$ cat src/core/fbw_map.svh
// Constants for the flash byte/word bus port host controller
`ifndef FBW_MAP_SVH
`define FBW_MAP_SVH
`define FBW_ADDR_W 17
`define FBW_BYTE_ADDR_W 18
`define FBW_DATA_W 16
`define FBW_SETUP_NS 20
`define FBW_STROBE_NS 80
`define FBW_HOLD_NS 20
`define FBW_CLK_NS 4
`define FBW_SETUP_CYC ((`FBW_SETUP_NS + `FBW_CLK_NS - 1) / `FBW_CLK_NS)
`define FBW_STROBE_CYC ((`FBW_STROBE_NS + `FBW_CLK_NS - 1) / `FBW_CLK_NS)
`define FBW_HOLD_CYC ((`FBW_HOLD_NS + `FBW_CLK_NS - 1) / `FBW_CLK_NS)
`define FBW_RESET_CYC 8
`define FBW_CMD_READ_ARRAY 8'hFF
`endif

$ cat src/core/fbw_pkg.sv
// Types for the flash byte/word bus port host controller
`default_nettype none
package fbw_pkg;
  typedef enum logic [2:0] {
    FBW_RESET,
    FBW_IDLE,
    FBW_SETUP,
    FBW_STROBE,
    FBW_HOLD
  } fbw_state_type;
endpackage
`default_nettype wire

$ cat src/core/fbw_host.sv
// Host controller driving the asynchronous byte/word flash bus port
`timescale 1ns/100ps
`default_nettype none
`include "fbw_map.svh"
module fbw_host #(
  parameter int SETUP_CYC = `FBW_SETUP_CYC,
  parameter int STROBE_CYC = `FBW_STROBE_CYC,
  parameter int HOLD_CYC = `FBW_HOLD_CYC,
  parameter int RESET_CYC = `FBW_RESET_CYC
) (
  // Clock and reset
  input wire logic clk,
  input wire logic reset_n,
  // User request
  input wire logic req_valid,
  input wire logic req_write,
  input wire logic req_byte_mode,
  input wire logic [`FBW_BYTE_ADDR_W-1:0] req_addr,
  input wire logic [`FBW_DATA_W-1:0] req_wdata,
  output logic req_ready,
  // User answer
  output logic rsp_valid,
  output logic [`FBW_DATA_W-1:0] rsp_rdata,
  // Flash control pins
  output logic chip_sel_n,
  output logic out_en_n,
  output logic write_en_n,
  output logic byte_sel_n,
  output logic reset_powerdown_n,
  output logic [`FBW_ADDR_W-1:0] address_inputs,
  // Flash data pins
  input wire logic [`FBW_DATA_W-1:0] data_in,
  output logic [`FBW_DATA_W-1:0] data_out,
  output logic [`FBW_DATA_W-1:0] data_oe
);
  import fbw_pkg::*;

  initial begin
    // The strobe must outlast the two-flop data synchroniser by one cycle
    if (SETUP_CYC < 1 || STROBE_CYC < 3 || HOLD_CYC < 1 || RESET_CYC < 1 ||
        STROBE_CYC > 255 || SETUP_CYC > 255 || HOLD_CYC > 255 || RESET_CYC > 255) begin
      $error("fbw_host: timing counts out of range");
    end
  end

  //////////////////////////////////////////////////////////////////////////////
  // Pin input synchroniser
  logic [`FBW_DATA_W-1:0] din_s1_q, din_s2_q;
  always_ff @(posedge clk or negedge reset_n) begin
    if (!reset_n) begin
      din_s1_q <= 16'h0000;
      din_s2_q <= 16'h0000;
    end else begin
      din_s1_q <= data_in;
      din_s2_q <= din_s1_q;
    end
  end

  //////////////////////////////////////////////////////////////////////////////
  // Cycle sequencer
  fbw_state_type state_q, state_d;
  logic [7:0] cnt_q, cnt_d;
  logic wr_q, wr_d;
  logic byte_q, byte_d;
  logic bsel_n_q, bsel_n_d;
  logic cs_n_q, cs_n_d, oe_n_q, oe_n_d, we_n_q, we_n_d, rp_n_q, rp_n_d;
  logic ready_q, ready_d, rvalid_q, rvalid_d;
  logic [`FBW_ADDR_W-1:0] addr_q, addr_d;
  logic [`FBW_DATA_W-1:0] dout_q, dout_d, doe_q, doe_d, rdata_q, rdata_d;

  always_comb begin
    state_d = state_q;
    cnt_d = cnt_q;
    wr_d = wr_q;
    byte_d = byte_q;
    bsel_n_d = bsel_n_q;
    cs_n_d = cs_n_q;
    oe_n_d = oe_n_q;
    we_n_d = we_n_q;
    rp_n_d = rp_n_q;
    ready_d = 1'b0;
    rvalid_d = 1'b0;
    addr_d = addr_q;
    dout_d = dout_q;
    doe_d = doe_q;
    rdata_d = rdata_q;
    case (state_q)
      FBW_RESET: begin
        // Hold the device in reset/power-down with all pins quiet
        rp_n_d = 1'b0;
        if (cnt_q == 8'(RESET_CYC - 1)) begin
          rp_n_d = 1'b1;
          cnt_d = 8'h00;
          ready_d = 1'b1;
          state_d = FBW_IDLE;
        end else begin
          cnt_d = cnt_q + 8'h01;
        end
      end
      FBW_IDLE: begin
        ready_d = 1'b1;
        if (req_valid && ready_q) begin
          ready_d = 1'b0;
          wr_d = req_write;
          byte_d = req_byte_mode;
          bsel_n_d = ~req_byte_mode;
          cs_n_d = 1'b0;
          addr_d = req_byte_mode ? req_addr[`FBW_BYTE_ADDR_W-1:1]
                                 : req_addr[`FBW_ADDR_W-1:0];
          dout_d = 16'h0000;
          doe_d = 16'h0000;
          if (req_byte_mode) begin
            dout_d[15] = req_addr[0];
            doe_d[15] = 1'b1;
            if (req_write) begin
              // Commands and byte data use only the low lines
              dout_d[7:0] = req_wdata[7:0];
              doe_d[7:0] = 8'hFF;
            end
          end else if (req_write) begin
            dout_d = req_wdata;
            doe_d = 16'hFFFF;
          end
          cnt_d = 8'h00;
          state_d = FBW_SETUP;
        end
      end
      FBW_SETUP: begin
        if (cnt_q == 8'(SETUP_CYC - 1)) begin
          cnt_d = 8'h00;
          if (wr_q) begin
            we_n_d = 1'b0;
          end else begin
            oe_n_d = 1'b0;
          end
          state_d = FBW_STROBE;
        end else begin
          cnt_d = cnt_q + 8'h01;
        end
      end
      FBW_STROBE: begin
        if (cnt_q == 8'(STROBE_CYC - 1)) begin
          cnt_d = 8'h00;
          we_n_d = 1'b1;
          oe_n_d = 1'b1;
          if (!wr_q) begin
            rvalid_d = 1'b1;
            // Byte reads return only the low lines
            rdata_d = byte_q ? {8'h00, din_s2_q[7:0]} : din_s2_q;
          end
          state_d = FBW_HOLD;
        end else begin
          cnt_d = cnt_q + 8'h01;
        end
      end
      FBW_HOLD: begin
        if (cnt_q == 8'(HOLD_CYC - 1)) begin
          cnt_d = 8'h00;
          cs_n_d = 1'b1;
          doe_d = 16'h0000;
          ready_d = 1'b1;
          state_d = FBW_IDLE;
        end else begin
          cnt_d = cnt_q + 8'h01;
        end
      end
      default: begin
        state_d = FBW_RESET;
      end
    endcase
  end

  always_ff @(posedge clk or negedge reset_n) begin
    if (!reset_n) begin
      state_q <= FBW_RESET;
      cnt_q <= 8'h00;
      wr_q <= 1'b0;
      byte_q <= 1'b0;
      bsel_n_q <= 1'b1;
      cs_n_q <= 1'b1;
      oe_n_q <= 1'b1;
      we_n_q <= 1'b1;
      rp_n_q <= 1'b0;
      ready_q <= 1'b0;
      rvalid_q <= 1'b0;
      addr_q <= 17'h00000;
      dout_q <= 16'h0000;
      doe_q <= 16'h0000;
      rdata_q <= 16'h0000;
    end else begin
      state_q <= state_d;
      cnt_q <= cnt_d;
      wr_q <= wr_d;
      byte_q <= byte_d;
      bsel_n_q <= bsel_n_d;
      cs_n_q <= cs_n_d;
      oe_n_q <= oe_n_d;
      we_n_q <= we_n_d;
      rp_n_q <= rp_n_d;
      ready_q <= ready_d;
      rvalid_q <= rvalid_d;
      addr_q <= addr_d;
      dout_q <= dout_d;
      doe_q <= doe_d;
      rdata_q <= rdata_d;
    end
  end

  //////////////////////////////////////////////////////////////////////////////
  // Outputs
  assign req_ready = ready_q;
  assign rsp_valid = rvalid_q;
  assign rsp_rdata = rdata_q;
  assign chip_sel_n = cs_n_q;
  assign out_en_n = oe_n_q;
  assign write_en_n = we_n_q;
  assign byte_sel_n = bsel_n_q;
  assign reset_powerdown_n = rp_n_q;
  assign address_inputs = addr_q;
  assign data_out = dout_q;
  assign data_oe = doe_q;
endmodule
`default_nettype wire

$ cat config.mk
export PLATFORM = sky130hd
export DESIGN_NAME = fbw_host
export DESIGN_NICKNAME = d
export VERILOG_FILES = /design/src/core/fbw_pkg.sv /design/src/core/fbw_host.sv
export VERILOG_INCLUDE_DIRS = /design/src /design/src/core
export SDC_FILE = /design/constraint.sdc
export NUM_CORES = 1
export LEC_CHECK = 0
export ABC_AREA = 0
export BUFFER_PORTS_ARGS = -buffer_cell sky130_fd_sc_hd__buf_2
export CAP_MARGIN = 10
export CORE_MARGIN = 5
export CORE_UTILIZATION = 35
export DETAILED_ROUTE_END_ITERATION = 12
export PLACE_DENSITY = 0.67
export SYNTH_ARGS = -nofsm -noshare
export SYNTH_HDL_FRONTEND = slang
export SYNTH_SLANG_ARGS = --single-unit
$ cat constraint.sdc
create_clock -name clk -period 3.72 [get_ports clk]
set_input_delay 0.186 -clock clk [delete_from_list [all_inputs] [get_ports clk]]
set_output_delay 0.186 -clock clk [all_outputs]
set_load 0.1 [all_outputs]
==> results.cfg <==
[outcome]
outcome = complete, no violations

[power]
leakage_nw = 2.78
peakVddDrop_uv = 218
power_mw = 2.17
powerDensity_mw_per_mm2 = 411

[synth]
ys.flop_type = dfrtp_1
synth_area_mm2 = 0.00423
yosysSeqAreaShare_pct = 61.7
synth_edf_count = 0
synth.avg_cell_area_um2 = 11.1
yosys_warnings = 0
syn_inst = 382
syn-num-nets = 439
async_reset_ff_share_pct = 100
synthDistinctLibCells = 43
synth-seq-cells = 104

[placed_design]
placed_cells = 622
portBuffers = 126
gp_congestion = 0.799
hpwl_um = 6560
pre_cts_slack_ps = 1250

[sta]
fin_crit_sh_pct = 66.4
min_period_ps = 2470
slew_headroom_pct = 26.9
fmax_mhz = 405
skew_ps = 7.49
fin_tns_setup_ps = 0
fin_ws_ps = 1250
rsz0062_at_grt = no
report.final.slew_viol_count = 0
finalSetupViolCount = 0
max_slew.worst_pin.slew_ps = 1100
hold_viol_final = 0

[floorplan]
rows = 40
core_area_mm2 = 0.0119
die_y_um = 120
initial_core_util_pct = 35.5
dieWidth_um = 120
io_pins = 127
die_area_mm2 = 0.0144

[drt]
drt_wl_total_um = 9200
drt-wirelength-per-cell_um = 14.1
vias = 3066
viasPerCell = 4.69
drtIter0Drc = 113
firstDrtPassIters = 4
detail-route-antenna-nets = 0
route.detailed.drc = 0

[clocking]
clock_path_buffers = 2
cts.clk_slew.worst_paths_ps = 70
htree_levels = 3
cts_made_buffers = 9
cts_root_buffer = clkbuf_16
cts_tree = yes
clk_latency_ps = 340
cts.sinks = 104
postCtsSetupBuffers = 0

[cells_and_area]
drive_gt1_share_pct = 32.9
fin_util_pct = 44.3
final_cells = 654
final_nets = 559
syn_to_final_growth_pct = 24.8
diodes = 0

[worst_hold_path]
hold_path.class = input port to asynchronous set/reset pin

[worst_setup_path]
rr_endpoint = rsp_rdata[4]
worst-r2r-setup-slack_ps = 1250
critPathCaptureType = flop
cp_max_fo = 25
crit_arrival_ps = 2700
cpPeakStageDelay_ps = 650
regToRegStartpoint = cnt_q[6]
crit_required_ps = 3950
path_cells = or4_1 -> or3_4 -> nor2_4 -> mux2_2
endpoint = rsp_rdata[4]
startpoint_type = flop
cpMaxStageDelayCell = or4_1
critPathKind = flop to flop
crit_start = cnt_q[6]
reg2regPathDepth = 4

[grt]
grt_max_degree = 85
grt_overflow_total = 0
grt_pass1_vias = 3033
grt_pass1_wl_um = 15300
antenna_found_initial = 0
grt_use_total_pct = 13.3

[run]
max_cap_violations = 0
-- kinds of logic (layout without fill, tap and decap cells) --
logic type,Yosys count,in the layout,share of synthesized area (%)
AOI/OAI and AO/OA,53,53,7.52
DFF,104,104,61.7
adders and majority gates,3,3,0.858
muxes,27,27,6.63
and+or+nand+nor,147,147,16.5
buffers and inverters,48,173,6.84
-- layer usage --
metal | up-vias | global-route usage [%] | wire length (um)
met1 | 1477 | 16.6 | 3940
li1 | 1508 | - | -
met5 | - | 0 | 0
met4 | 0 | 6.44 | 226
met3 | 13 | 3.30 | 436
met2 | 68 | 21.7 | 4600
-- sequential cells by signal, summed over array words and instances (netlist names) --
register,cells
data_out,16
out_en_n,1
byte_sel_n,1
din_s1_q,16
byte_q,1
wr_q,1
rsp_valid,1
reset_powerdown_n,1
din_s2_q,16
chip_sel_n,1
cnt_q,8
address_inputs,17
write_en_n,1
rsp_rdata,16
req_ready,1
state_q,3
data_oe,3
-- final cells by class --
class | instances | area (um^2)
inverters | 13 | 48.8
multi-input cells | 230 | 1340
repair buffers | 144 | 808
flip-flops and latches | 104 | 2610
clock buffers | 12 | 236
well taps | 147 | 184
clock inverters | 4 | 52.6
fillers | 1120 | 6640
-- where the power goes --
part | internal (mW) | switching, mW
Combinational | 0.0408 | 0.0455
Clock | 0.527 | 0.401
Sequential | 1.15 | 0.00396
Total | 1.72 | 0.451
-- critical path, delay by kind of cell (launching register included) --
family,cells,cell delay [ps]
AND/OR/NAND/NOR,3,1540
multiplexers,1,400
flip-flops,1,420
-- synth_stat cells, drive strengths merged (2+ instances only) --
cell | instances | area [um^2]
nor3 | 8 | 40.0
mux2 | 8 | 90.1
or3 | 4 | 35.0
nor2b | 2 | 12.5
nand3b | 8 | 60.1
or4 | 2 | 15.0
inv | 13 | 48.8
dfrtp | 100 | 2500
a21oi | 3 | 15.0
o31ai | 5 | 37.5
clkbuf | 15 | 86.3
nand3 | 20 | 100
buf | 19 | 141
nand2 | 78 | 293
mux2i | 19 | 190
or2 | 5 | 31.3
nor4 | 2 | 12.5
o21a | 2 | 15.0
o21ai | 36 | 191
o211ai | 3 | 22.5
dfstp | 4 | 105
nor2 | 12 | 52.6
ha | 2 | 25.0
-- cells in the final DEF, fill, tap and decap left out, drive strengths merged, types with 4 or more instances in the layout --
| cell | netlist | final |
|---|---|---|
| dfrtp | 100 | 100 |
| or3 | 4 | 4 |
| or2 | 5 | 5 |
| o31ai | 5 | 5 |
| mux2 | 8 | 8 |
| nor2 | 12 | 12 |
| inv | 13 | 15 |
| nand3b | 8 | 8 |
| mux2i | 19 | 19 |
| dfstp | 4 | 4 |
| nand3 | 20 | 20 |
| dlygate4sd3 | 0 | 16 |
| nand2 | 78 | 78 |
| nor3 | 8 | 8 |
| o21ai | 36 | 36 |
| clkbuf | 15 | 12 |
| buf | 19 | 128 |
-- repair_timing --
action	in CTS	in global routing
hold endpoints to repair	16	0
hold buffers	16	0
gates resized for setup	0	0
-- how the worst min path moves through the flow --
stage | slack (ps) | to | cells past startpoint | startpoint
finish | 8 | din_s2_q[4] | 1 | reset_n
CTS | 50 | data_out[10] | 3 | req_wdata[10]
floorplan | -110 | address_inputs[0] | 0 | reset_n
global route | 60 | data_out[8] | 3 | req_wdata[8]
detailed placement | 300 | din_s1_q[1] | 1 | data_in[1]
global placement | 290 | din_s1_q[6] | 1 | data_in[6]
-- through the flow --
| step | area (um^2) | hold slack, ps |
|---|---|---|
| 2_1_floorplan | 4230 | -110 |
| 3_3_place_gp | 4830 | 294 |
| 3_5_place_dp | 4830 | 295 |
| 4_1_cts | 5280 | 53.5 |
| 5_1_grt | 5280 | 61.7 |
| 6_report | 5280 | 7.78 |
(Power assumes the default switching activity.)
